==> config.mk <==
export PLATFORM = sky130hd
export DESIGN_NAME = pcc_config
export DESIGN_NICKNAME = d
export VERILOG_FILES = /design/src/pcc_pkg.sv /design/src/pcc_config.sv
export SDC_FILE = /design/constraint.sdc
export NUM_CORES = 1
export LEC_CHECK = 0
export BUFFER_PORTS_ARGS = -buffer_cell sky130_fd_sc_hd__buf_2
export CAP_MARGIN = 20
export CORE_MARGIN = 4
export CORE_UTILIZATION = 33
export DETAILED_ROUTE_END_ITERATION = 7
export PLACE_DENSITY = 0.49
export SYNTH_ARGS = -nofsm -noshare
export SYNTH_HDL_FRONTEND = slang
export SYNTH_SLANG_ARGS = --single-unit
==> constraint.sdc <==
create_clock -name clock -period 4.45 [get_ports clock]
set_input_delay 0.89 -clock clock [delete_from_list [all_inputs] [get_ports clock]]
set_output_delay 0.89 -clock clock [all_outputs]
set_load 0.05 [all_outputs]
==> src/pcc_pkg.sv <==
// shared constants and carrier types of the packet and activity-detect config block
package pcc_pkg;
   // *****************************************
   // clocking and timing
   // *****************************************
   localparam int CLK_PERIOD_NS = 25;
   localparam int HOLD_UNIT_NS  = 15625;  // one unit of receive hold time
   localparam int HOLD_UNIT_CYC = HOLD_UNIT_NS / CLK_PERIOD_NS;
   // *****************************************
   // command opcodes
   // *****************************************
   localparam logic [7:0] OP_FRAME   = 8'h8c;
   localparam logic [7:0] OP_DETECT  = 8'h88;
   localparam logic [7:0] OP_BUFBASE = 8'ha0;
   localparam logic [7:0] OP_SYMVAL  = 8'ha1;
   localparam logic [3:0] CMD_BYTES  = 4'ha;  // opcode plus nine parameters
   localparam logic [3:0] DET_BYTES  = 4'h8;
   localparam logic [3:0] BUF_BYTES  = 4'h3;
   localparam logic [3:0] SYM_BYTES  = 4'h2;
   // *****************************************
   // register indices (byte address = index * 4)
   // *****************************************
   localparam logic [11:0] IDX_SEED_HI = 12'h6b8;
   localparam logic [11:0] IDX_SEED_LO = 12'h6b9;
   localparam logic [11:0] IDX_CTRL    = 12'h700;
   localparam logic [11:0] IDX_STATUS  = 12'h701;
   localparam logic [11:0] IDX_FRAME0  = 12'h702;
   localparam logic [11:0] IDX_FRAME1  = 12'h703;
   localparam logic [11:0] IDX_DET0    = 12'h704;
   localparam logic [11:0] IDX_DET1    = 12'h705;
   localparam logic [11:0] IDX_BUF     = 12'h706;
   localparam logic [11:0] IDX_SYM     = 12'h707;
   localparam logic [7:0]  SEED_HI_RST = 8'h01;
   localparam logic [7:0]  SEED_LO_RST = 8'h00;
   localparam int CTRL_CHIRP = 0;  // packet type: 1 chirp, 0 gfsk
   localparam int CTRL_DET   = 1;  // write 1 starts activity detection
   localparam int CTRL_RX    = 2;  // write 1 arms symbol validation
   localparam int STAT_TMO   = 0;  // sticky receive timeout, write 1 clears
   // *****************************************
   // field encodings
   // *****************************************
   localparam logic [7:0] HDR_EXPLICIT = 8'h00;
   localparam logic [7:0] FLAG_ON      = 8'h01;
   localparam logic [7:0] EXIT_STBY    = 8'h00;
   localparam logic [7:0] EXIT_RX      = 8'h01;
   localparam logic [7:0] SYM_CODE_MAX = 8'h04;
   localparam logic [1:0] RESP_OK      = 2'b00;
   localparam logic [1:0] RESP_SLVERR  = 2'b10;
   // *****************************************
   // carriers
   // *****************************************
   typedef struct packed {
      logic [15:0] preamble;
      logic        implicit_hdr;
      logic [7:0]  payload_len;
      logic        crc_en;
      logic        iq_invert;
      logic        whiten_en;
   } pcc_frame_t;
   typedef struct packed {
      logic [4:0]  symbols;
      logic [7:0]  peak;
      logic [7:0]  floor_thr;
      logic [7:0]  exit_action;
      logic [23:0] hold_time;
   } pcc_detect_t;
endpackage : pcc_pkg

==> src/pcc_config.sv <==
// command decoder, register slave and detect/validate sequencing
`timescale 1ns/1ps
module pcc_config
   import pcc_pkg::*;
#(
   parameter int ADDR_W = 14
) (
   input  wire logic               clock,
   input  wire logic               srst,
   input  wire logic [ADDR_W-1:0]  s_axi_awaddr,
   input  wire logic               s_axi_awvalid,
   output logic                    s_axi_awready,
   input  wire logic [31:0]        s_axi_wdata,
   input  wire logic [3:0]         s_axi_wstrb,
   input  wire logic               s_axi_wvalid,
   output logic                    s_axi_wready,
   output logic [1:0]              s_axi_bresp,
   output logic                    s_axi_bvalid,
   input  wire logic               s_axi_bready,
   input  wire logic [ADDR_W-1:0]  s_axi_araddr,
   input  wire logic               s_axi_arvalid,
   output logic                    s_axi_arready,
   output logic [31:0]             s_axi_rdata,
   output logic [1:0]              s_axi_rresp,
   output logic                    s_axi_rvalid,
   input  wire logic               s_axi_rready,
   input  wire logic               spi_sck,
   input  wire logic               spi_mosi,
   input  wire logic               spi_nss_n,
   input  wire logic               cad_done,
   input  wire logic               cad_hit,
   input  wire logic               pkt_detected,
   input  wire logic               symbol_seen,
   input  wire logic               demod_locked,
   output pcc_pkg::pcc_frame_t     frame_cfg_r,
   output pcc_pkg::pcc_detect_t    detect_cfg_r,
   output logic [7:0]              tx_base_r,
   output logic [7:0]              rx_base_r,
   output logic                    chirp_mode_r,
   output logic                    header_insert_r,
   output logic                    cad_active_r,
   output logic                    rx_hold_r,
   output logic                    standby_req_r,
   output logic                    rx_valid_r,
   output logic                    receive_timeout_event_r
);
   import pcc_pkg::*;

   generate
      if (ADDR_W < 14) begin : g_chk
         $error("pcc_config: ADDR_W must be at least 14");
      end
   endgenerate

   // *****************************************
   // serial command port
   // *****************************************
   logic [2:0] sck_s_r, nss_s_r;   // two sync stages plus edge history
   logic [1:0] mosi_s_r;
   logic [7:0] shift_r;            // incoming byte, msb first
   logic [2:0] bit_r;
   logic [3:0] cnt_r;              // bytes taken this frame
   logic [7:0] bytes_r [0:9];      // opcode and parameters
   logic       cmd_end;            // frame closed by select release
   logic       sck_rise;

   // sync pins; only stage [1] and later feed logic
   always_ff @(posedge clock) begin
      if (srst) begin
         sck_s_r  <= 3'h0;
         nss_s_r  <= 3'h7;
         mosi_s_r <= 2'h0;
      end else begin
         sck_s_r  <= {sck_s_r[1:0], spi_sck};
         nss_s_r  <= {nss_s_r[1:0], spi_nss_n};
         mosi_s_r <= {mosi_s_r[0], spi_mosi};
      end
   end

   assign sck_rise = sck_s_r[1] & ~sck_s_r[2] & ~nss_s_r[1];
   assign cmd_end  = nss_s_r[1] & ~nss_s_r[2];

   // assemble bytes on sampling edges; extra bytes past ten are dropped
   always_ff @(posedge clock) begin
      if (srst) begin
         shift_r <= 8'h00;
         bit_r   <= 3'h0;
         cnt_r   <= 4'h0;
         for (int i = 0; i < 10; i++) bytes_r[i] <= 8'h00;
      end else if (~nss_s_r[1] & nss_s_r[2]) begin
         bit_r <= 3'h0;
         cnt_r <= 4'h0;
      end else if (sck_rise) begin
         shift_r <= {shift_r[6:0], mosi_s_r[1]};
         bit_r   <= bit_r + 3'h1;
         if (bit_r == 3'h7 && cnt_r < CMD_BYTES) begin
            bytes_r[cnt_r] <= {shift_r[6:0], mosi_s_r[1]};
            cnt_r          <= cnt_r + 4'h1;
         end
      end
   end

   // *****************************************
   // register bus
   // *****************************************
   logic [ADDR_W-1:0] waddr_r, raddr;
   logic [31:0]       wdata_r;
   logic              aw_held_r, w_held_r, wr_go;
   logic [7:0]        seed_hi_r, seed_lo_r;
   logic              tmo_sticky_r;
   logic [7:0]        sym_count_r;   // validation symbol count
   logic [31:0]       rd_val;
   logic              rd_hit;

   assign s_axi_awready = ~aw_held_r & ~s_axi_bvalid;
   assign s_axi_wready  = ~w_held_r & ~s_axi_bvalid;
   assign wr_go         = aw_held_r & w_held_r & ~s_axi_bvalid;
   assign s_axi_arready = ~s_axi_rvalid;
   assign raddr         = s_axi_araddr;

   // write address and data may arrive in either order
   always_ff @(posedge clock) begin
      if (srst) begin
         aw_held_r    <= 1'b0;
         w_held_r     <= 1'b0;
         waddr_r      <= '0;
         wdata_r      <= 32'h0;
         s_axi_bvalid <= 1'b0;
         s_axi_bresp  <= RESP_OK;
      end else begin
         if (s_axi_awvalid && s_axi_awready) begin
            aw_held_r <= 1'b1;
            waddr_r   <= s_axi_awaddr;
         end
         if (s_axi_wvalid && s_axi_wready) begin
            w_held_r <= 1'b1;
            wdata_r  <= s_axi_wdata;
         end
         if (wr_go) begin
            aw_held_r    <= 1'b0;
            w_held_r     <= 1'b0;
            s_axi_bvalid <= 1'b1;
            s_axi_bresp  <= (waddr_r[ADDR_W-1:2] inside {IDX_SEED_HI, IDX_SEED_LO,
                             IDX_CTRL, IDX_STATUS}) ? RESP_OK : RESP_SLVERR;
         end else if (s_axi_bready) begin
            s_axi_bvalid <= 1'b0;
         end
      end
   end

   // read mux; unmapped reads return zero with slverr
   always_comb begin
      rd_hit = 1'b1;
      case (raddr[ADDR_W-1:2])
         IDX_SEED_HI: rd_val = {24'h0, seed_hi_r};
         IDX_SEED_LO: rd_val = {24'h0, seed_lo_r};
         IDX_CTRL:    rd_val = {31'h0, chirp_mode_r};
         IDX_STATUS:  rd_val = {28'h0, rx_hold_r, cad_active_r, rx_valid_r, tmo_sticky_r};
         IDX_FRAME0:  rd_val = {7'h0, frame_cfg_r.implicit_hdr, frame_cfg_r.payload_len,
                                frame_cfg_r.preamble};
         IDX_FRAME1:  rd_val = {29'h0, frame_cfg_r.crc_en, frame_cfg_r.iq_invert,
                                frame_cfg_r.whiten_en};
         IDX_DET0:    rd_val = {3'h0, detect_cfg_r.symbols, detect_cfg_r.peak,
                                detect_cfg_r.floor_thr, detect_cfg_r.exit_action};
         IDX_DET1:    rd_val = {8'h0, detect_cfg_r.hold_time};
         IDX_BUF:     rd_val = {16'h0, tx_base_r, rx_base_r};
         IDX_SYM:     rd_val = {24'h0, sym_count_r};
         default: begin
            rd_val = 32'h0;
            rd_hit = 1'b0;
         end
      endcase
   end

   // one read outstanding; answer one cycle after address
   always_ff @(posedge clock) begin
      if (srst) begin
         s_axi_rvalid <= 1'b0;
         s_axi_rdata  <= 32'h0;
         s_axi_rresp  <= RESP_OK;
      end else if (s_axi_arvalid && s_axi_arready) begin
         s_axi_rvalid <= 1'b1;
         s_axi_rdata  <= rd_val;
         s_axi_rresp  <= rd_hit ? RESP_OK : RESP_SLVERR;
      end else if (s_axi_rready) begin
         s_axi_rvalid <= 1'b0;
      end
   end

   logic wr_seed_hi, wr_seed_lo, wr_ctrl, wr_stat;
   logic s_axi_wstrb_q0;   // low byte lane of the held write
   assign wr_seed_hi = wr_go && waddr_r[ADDR_W-1:2] == IDX_SEED_HI && s_axi_wstrb_q0;
   assign wr_seed_lo = wr_go && waddr_r[ADDR_W-1:2] == IDX_SEED_LO && s_axi_wstrb_q0;
   assign wr_ctrl    = wr_go && waddr_r[ADDR_W-1:2] == IDX_CTRL && s_axi_wstrb_q0;
   assign wr_stat    = wr_go && waddr_r[ADDR_W-1:2] == IDX_STATUS && s_axi_wstrb_q0;

   // lane enable is captured with the data so a late address still sees it
   always_ff @(posedge clock) begin
      if (srst) s_axi_wstrb_q0 <= 1'b0;
      else if (s_axi_wvalid && s_axi_wready) s_axi_wstrb_q0 <= s_axi_wstrb[0];
   end

   always_ff @(posedge clock) begin
      if (srst) begin
         seed_hi_r    <= SEED_HI_RST;
         seed_lo_r    <= SEED_LO_RST;
         chirp_mode_r <= 1'b0;
      end else begin
         if (wr_seed_hi) seed_hi_r <= wdata_r[7:0];
         if (wr_seed_lo) seed_lo_r <= wdata_r[7:0];
         if (wr_ctrl) chirp_mode_r <= wdata_r[CTRL_CHIRP];
      end
   end

   // *****************************************
   // command decode
   // *****************************************
   logic is_frame, is_det, is_buf, is_sym;
   assign is_frame = cmd_end && bytes_r[0] == OP_FRAME;
   assign is_det   = cmd_end && bytes_r[0] == OP_DETECT && cnt_r == DET_BYTES;
   assign is_buf   = cmd_end && bytes_r[0] == OP_BUFBASE && cnt_r == BUF_BYTES;
   assign is_sym   = cmd_end && bytes_r[0] == OP_SYMVAL && cnt_r == SYM_BYTES;

   // parameters taken only when actually sent
   always_ff @(posedge clock) begin
      if (srst) begin
         frame_cfg_r <= '0;
      end else if (is_frame) begin
         if (!chirp_mode_r) begin
            if (cnt_r == CMD_BYTES) frame_cfg_r.whiten_en <= bytes_r[9] == FLAG_ON;
         end else begin
            if (cnt_r > 4'h2) frame_cfg_r.preamble <= {bytes_r[1], bytes_r[2]};
            if (cnt_r > 4'h3) frame_cfg_r.implicit_hdr <= bytes_r[3] != HDR_EXPLICIT;
            if (cnt_r > 4'h4) frame_cfg_r.payload_len <= bytes_r[4];
            if (cnt_r > 4'h5) frame_cfg_r.crc_en <= bytes_r[5] == FLAG_ON;
            if (cnt_r > 4'h6) frame_cfg_r.iq_invert <= bytes_r[6] == FLAG_ON;
         end
      end
   end

   // header insertion for explicit chirp frames
   always_ff @(posedge clock) begin
      if (srst) header_insert_r <= 1'b0;
      else header_insert_r <= chirp_mode_r & ~frame_cfg_r.implicit_hdr;
   end

   // detect setup layout; short frames ignored
   always_ff @(posedge clock) begin
      if (srst) begin
         detect_cfg_r <= '0;
         detect_cfg_r.symbols <= 5'h01;
      end else if (is_det) begin
         // code to symbol count; out-of-range codes clamp to 16
         detect_cfg_r.symbols <= (bytes_r[1] > SYM_CODE_MAX) ? 5'h10 :
                                 5'(5'h01 << bytes_r[1][2:0]);
         // thresholds go straight to the correlator
         detect_cfg_r.peak        <= bytes_r[2];
         detect_cfg_r.floor_thr   <= bytes_r[3];
         detect_cfg_r.exit_action <= bytes_r[4];
         detect_cfg_r.hold_time   <= {bytes_r[5], bytes_r[6], bytes_r[7]};
      end
   end

   always_ff @(posedge clock) begin
      if (srst) begin
         tx_base_r   <= 8'h00;
         rx_base_r   <= 8'h00;
         sym_count_r <= 8'h00;
      end else begin
         if (is_buf) begin
            tx_base_r <= bytes_r[1];
            rx_base_r <= bytes_r[2];
         end
         if (is_sym) sym_count_r <= bytes_r[1];
      end
   end

   // *****************************************
   // activity detect sequencer
   // *****************************************
   typedef enum logic [1:0] {DS_IDLE, DS_DETECT, DS_HOLD} pcc_det_state_t;
   pcc_det_state_t det_st_r;
   logic [9:0]     unit_cnt_r;   // cycles inside one hold unit
   logic [23:0]    hold_left_r;  // hold units remaining

   always_ff @(posedge clock) begin
      if (srst) begin
         det_st_r      <= DS_IDLE;
         cad_active_r  <= 1'b0;
         rx_hold_r     <= 1'b0;
         standby_req_r <= 1'b0;
         unit_cnt_r    <= 10'h0;
         hold_left_r   <= 24'h0;
      end else begin
         standby_req_r <= 1'b0;
         case (det_st_r)
            DS_IDLE: begin
               if (wr_ctrl && wdata_r[CTRL_DET]) begin
                  det_st_r     <= DS_DETECT;
                  cad_active_r <= 1'b1;
               end
            end
            DS_DETECT: begin
               if (cad_done) begin
                  cad_active_r <= 1'b0;
                  // hold time only counts on receive exit with a hit
                  if (detect_cfg_r.exit_action == EXIT_RX && cad_hit) begin
                     det_st_r    <= DS_HOLD;
                     rx_hold_r   <= 1'b1;
                     unit_cnt_r  <= 10'h0;
                     hold_left_r <= detect_cfg_r.hold_time;
                  end else begin
                     // back to standby whatever was seen
                     det_st_r      <= DS_IDLE;
                     standby_req_r <= 1'b1;
                  end
               end
            end
            DS_HOLD: begin
               // leave on packet or when hold units run out
               if (pkt_detected || hold_left_r == 24'h0) begin
                  det_st_r  <= DS_IDLE;
                  rx_hold_r <= 1'b0;
                  standby_req_r <= ~pkt_detected;
               end else if (unit_cnt_r == 10'(HOLD_UNIT_CYC - 1)) begin
                  unit_cnt_r  <= 10'h0;
                  hold_left_r <= hold_left_r - 24'h1;
               end else begin
                  unit_cnt_r <= unit_cnt_r + 10'h1;
               end
            end
            default: det_st_r <= DS_IDLE;
         endcase
      end
   end

   // *****************************************
   // reception validation
   // *****************************************
   logic       rx_armed_r;
   logic [7:0] sym_seen_r;   // symbols counted since arming

   // odd host counts are not trapped; counting just runs to the value
   always_ff @(posedge clock) begin
      if (srst) begin
         rx_armed_r <= 1'b0;
         sym_seen_r <= 8'h00;
         rx_valid_r <= 1'b0;
         receive_timeout_event_r <= 1'b0;
      end else begin
         rx_valid_r <= 1'b0;
         receive_timeout_event_r <= 1'b0;
         if (wr_ctrl && wdata_r[CTRL_RX]) begin
            rx_armed_r <= 1'b1;
            sym_seen_r <= 8'h00;
         end else if (rx_armed_r && symbol_seen) begin
            if (sym_count_r == 8'h00) begin
               rx_valid_r <= 1'b1;
               rx_armed_r <= 1'b0;
            end else if (sym_seen_r + 8'h01 == sym_count_r) begin
               // judge lock after the last symbol
               rx_valid_r <= demod_locked;
               receive_timeout_event_r <= ~demod_locked;
               rx_armed_r <= 1'b0;
            end else begin
               sym_seen_r <= sym_seen_r + 8'h01;
            end
         end
      end
   end

   // sticky timeout; a new event beats a same-cycle clear
   always_ff @(posedge clock) begin
      if (srst) tmo_sticky_r <= 1'b0;
      else if (receive_timeout_event_r) tmo_sticky_r <= 1'b1;
      else if (wr_stat && wdata_r[STAT_TMO]) tmo_sticky_r <= 1'b0;
   end
endmodule : pcc_config

# After elaboration in Yosys (flattened, before gate mapping)
# Memories as Yosys holds them, arrays and structs flattened. A register that Yosys moved wholly into a read port is not among the register bits.
# Index checks and enable logic that the tools add are counted.
classes:
  add_sub_neg: 5
  magnitude_cmp: 7
  n_eq_ne: 37
  shifts: 1
  n_mux: 53
  n_bitwise: 24
  reduce_logical: 59
ops:
  columns: ["operator", "count"]
  rows:
  - ["$pmux 29 s10", 1]
  - ["$eq 12x11->1 const B", 14]
  - ["$mux 24", 4]
  - ["$pmux 24 s2", 1]
  - ["$mux 10", 4]
  - ["$eq 8x1->1 const B", 4]
  - ["$eq 8x8->1 const B", 4]
  - ["$mux 1", 29]
  - ["$reduce_and 3->1", 9]
  - ["$logic_and 1x1->1", 24]
  - ["$logic_not 24->1", 1]
  - ["$sub 24x1->24 const B", 1]
  - ["$pmux 10 s2", 1]
  - ["$not 1->1", 15]
  - ["$gt 4x3->1 const B", 3]
  - ["$mux 2", 6]
  - ["$ne 2x2->1 const B", 6]
  - ["$reduce_bool 2->1", 6]
  - ["$add 10x1->10 const B", 1]
  - ["$eq 10x10->1 const B", 1]
  - ["$reduce_or 10->1", 1]
  - ["$and 1x1->1", 9]
  - ["$add 8x1->8 const B", 1]
  - ["$eq 4x2->1 const B", 2]
  - ["29 further kinds", 38]
word_totals:
  regBits: 259
  ramBits: 80
  input_bits: 79
  out_inout_bits: 145
  mem_count: 1
mem_list:
  columns: ["name", "depth", "width", "rd", "rd_ports_with_merged_regs", "wr", "line", "source"]
  rows:
  - ["bytes_r", 10, 8, 9, 1, 10, "pcc_config.sv:63", "logic [7:0] bytes_r [0:9];"]

# Longest topological paths before layout
logic_depth:
  word_depth: 9
  depth_mapped: 10
  ltp_nobuf: 8

# Worst setup path before layout
# No wires, ideal clock.
synth_timing:
  path_type: "input port to flip-flop"
  from: "input port s_axi_araddr[6]"
  to: "register s_axi_rdata[3]"
  setup_ps: 91
  t_arrival_ps: 2778
  t_required_ps: 4359
  slack_ps: 1581
  path_stages: 6
  n_path_buf: 1
  cell_sequence: "or4_4 -> or4b_1 -> nor2_2 -> buf_2 -> nand2_1 -> a311oi_1"
synth_via:
  elab_chain_cells: 2
  elab_cells_between_ends: 11
synth_rtl:
  columns: ["element", "line", "source"]
  rows:
  - ["start, declared", "pcc_config.sv:20", "input wire logic [ADDR_W-1:0] s_axi_araddr,"]
  - ["$eq 12x11->1", "pcc_config.sv:154", "case (raddr[ADDR_W-1:2])"]
  - ["$pmux 29 s10 (*)", "pcc_config.sv:154", null]
  - ["end signal, assigned", "pcc_config.sv:183", "s_axi_rdata <= rd_val;"]
  - ["end, declared", "pcc_config.sv:23", "output logic [31:0] s_axi_rdata,"]
# Every way passes the cells marked *; elsewhere a longest branch is shown, timed or not.
# A chain may end at the register's enable or synchronous reset.

# Worst setup path in the final report
layout_timing:
  from: "input port s_axi_araddr[3]"
  to: "register s_axi_rdata[3]"
# The elaborated chain is that of the path after synthesis.

==> impl_metrics.toml <==
[timing]
tns_ns = 0
maxSlewViolCount = 0
min_period_over_period_pct = 68.6
slew_headroom_pct = 30.3
skew_ns = 0.0219
setup_viol = 0
grt_setup_unrepaired = "no"
hold_violations = 0
min_period_ns = 3.05
worst_slew_pin_slew_ns = 1.05
fmax_mhz = 328
fin_hold_ws_ns = 0.410

[floorplanning]
initial_utilization_pct = 33.6
die_w_um = 215
io_pins = 224
design.die.area_um2 = 46200
core_um2 = 42100
rows = 75
die_h_um = 215

[worst_setup_path]
cp.required_ns = 4.90
critPathKind = "in -> reg"
worstReg2RegStart = "detect_cfg_r[27]$_SDFFE_PP0P_"
timing.critical_path.from_type = "input pin"
cp_slowest_stage_delay_ns = 0.61
cp.arrival_ns = 3.50
slowest_stage = "or4b_1"
end_kind = "flop"
crit_chain = "buf_2 > nor2b_1 > or4b_1 > nor2_2 > buf_4 > nand2_1 > a311oi_1"
crit_fanout = 25
critPathLaunch = "s_axi_araddr[3]"

[detailed_routing]
drtPass1Iterations = 5
drt_iter0_markers = 936
wl_per_cell_um = 21.3
ant_nets = 0
viasPerCell = 5.26
route.final.wire_length_mm = 48.6
vias = 12000
drc = 0

[place]
io_buffers = 187
gp_congestion = 0.824
dpl.hpwl_mm = 35.2

[final_layout]
fillers = 4201
drive_gt1_share_pct = 18.5
diodes = 0
nets = 1811
area_growth_pct = 18.8
layout_common_cells = "nand2_1, dfxtp_1, buf_2"
final_common_cell = "nand2_1"
final_core_util_pct = 39.9

[global_route]
overflow = 0
grt_antenna_before_repair = 4
grt_pass1_vias = 11400
grt_use_total_pct = 20.3
grt_max_degree = 94
grt_pass1_wl_mm = 72.4

[synth]
synthCells = 1563
synthesis.area_um2 = 14100
synth_seq_cells = 324
synth_edf_count = 72
synth-async-reset-ratio_pct = 0
ys.flop_type = "dfxtp_1"
ys_seq_area_share_pct = 51.0
synth_warnings = 0
yosys.cell_types.count = 80
syn_area_per_cell_um2 = 9.04

[cts]
cts_root_buf = "clkbuf_16"
cts_num_sinks = 324
clkLatencyLatePin_ns = 0.56
holdBufCountCts = 0
post_cts_buffers = 0
clk_pin_slew_worst_paths_ns = 0.06
cts_resized = 0
clk_path_buf_depth = 3
tritoncts = "built"
cts_htree_levels = 2
cts_buffers = 38

[power]
clkPwrFrac_pct = 47.8
p_comb_share_pct = 4.4
switchingPower_w = 0.00157
ir_drop_mv = 0.232
p_int_w = 0.00495
seqPwrFrac_pct = 47.8
swShare_pct = 24.1
power_density_nw_per_um2 = 388
power_leakage_nw = 6.34

[hold_path]
hp-class = "reg -> reg"
min_from = "nss_s_r[0]$_SDFF_PP1_"

[flow_run]
max_cap_viol_count = 0

[outcome]
status = "completed"
[critical path, delay by kind of cell]
kind	cells	cell delay [ns]
simple gates	4	1.60
buf+inv	2	0.75
compound gates	1	0.25
[flip-flops by register name (all words and copies together) (netlist names), 8 cells and up]
name          count
sym_seen_r        8
sym_count_r       8
s_axi_rdata      29
seed_lo_r         8
unit_cnt_r       10
waddr_r          12
bytes_r          72
wdata_r           8
seed_hi_r         8
hold_left_r      24
detect_cfg_r     53
frame_cfg_r      28
tx_base_r         8
rx_base_r         8
[layer usage]
layer | track usage (%) | up-vias | part of all wire [%]
li1 | - | 5796 | -
met1 | 27.6 | 5826 | 45
met2 | 33.6 | 334 | 47
met3 | 3.38 | 63 | 5.2
met4 | 5.91 | 2 | 2.4
met5 | 0 | - | 0.025
[synth_stat cells, drive strengths merged, types with 7 or more instances]
master / n / area [um^2]
or4: 12 / 97.6
buf: 22 / 126
xnor2: 16 / 140
nand3b: 9 / 67.6
mux2i: 76 / 761
nor3b: 7 / 52.6
dfxtp: 252 / 5040
ha: 14 / 175
nand3: 44 / 230
a222oi: 9 / 90.1
clkbuf: 78 / 293
and3: 7 / 43.8
a221oi: 10 / 87.6
nand4: 8 / 50.1
nor3: 29 / 155
nor2: 172 / 656
a31o: 8 / 70.1
nor2b: 11 / 68.8
nor4b: 7 / 61.3
a21oi: 157 / 786
o21ai: 48 / 244
and2: 40 / 251
or3: 7 / 48.8
or2: 9 / 56.3
a22oi: 9 / 67.6
edfxtp: 72 / 2160
inv: 26 / 97.6
nand2: 284 / 1070
nor4: 18 / 134
[path summary, 6_finish.rpt]
check,cells after the start,slack (ns),end
max,7,1.40,s_axi_rdata[3]$_SDFFE_PP0P_
min,1,0.41,nss_s_r[1]$_SDFF_PP1_
max reg2reg,7,1.48,hold_left_r[2]$_SDFFE_PP0P_
min reg2reg,1,0.41,nss_s_r[1]$_SDFF_PP1_
[stage by stage]
step           cells  cell area [um^2]  setup WS, ns  power, W
4_1_cts         2283             16800          1.35   0.00659
2_1_floorplan   1567             14200          1.58   0.00336
6_report        2285             16800          1.40   0.00652
3_3_place_gp    2215             15500         0.880   0.00346
5_1_grt         2285             16800          1.16   0.00674
3_5_place_dp    2215             15500         0.865   0.00347
[power groups by stage]
stage | Sequential [W] | Clock, W | Combinational, W
after floorplan | 0.00320 | 0 | 0.000157
after global placement | 0.00318 | 0 | 0.000283
after detailed placement | 0.00318 | 0 | 0.000286
after CTS | 0.00312 | 0.00318 | 0.000286
after global routing | 0.00312 | 0.00331 | 0.000307
final | 0.00312 | 0.00312 | 0.000284
[cell type report]
| cell class | instances | area [um^2] | share of cell area (%) |
|---|---|---|---|
| Clock buffer | 48 | 1010 | 6.00 |
| Clock inverter | 20 | 238 | 1.42 |
| Inverter | 27 | 101 | 0.603 |
| Multi-Input combinational cell | 1116 | 6450 | 38.4 |
| Sequential cell | 324 | 7210 | 42.9 |
| Tap cell | 539 | 674 | 4.01 |
| Timing Repair Buffer | 211 | 1120 | 6.68 |
[cells by family (layout without fill, tap and decap cells)]
kind of cell | Yosys count | in the layout | synth area share (%)
adder cells (fa/ha/maj) | 14 | 14 | 1.24
AO/OA/AOI/OAI | 303 | 303 | 13.2
flip-flops | 324 | 324 | 51.0
buffers and inverters | 127 | 306 | 3.68
other | 1 | 5 | 0.0265
multiplexers | 87 | 87 | 6.74
XOR/XNOR | 22 | 22 | 1.36
AND/OR/NAND/NOR | 685 | 685 | 22.8
No activity file was read; power rests on OpenSTA's default activity.
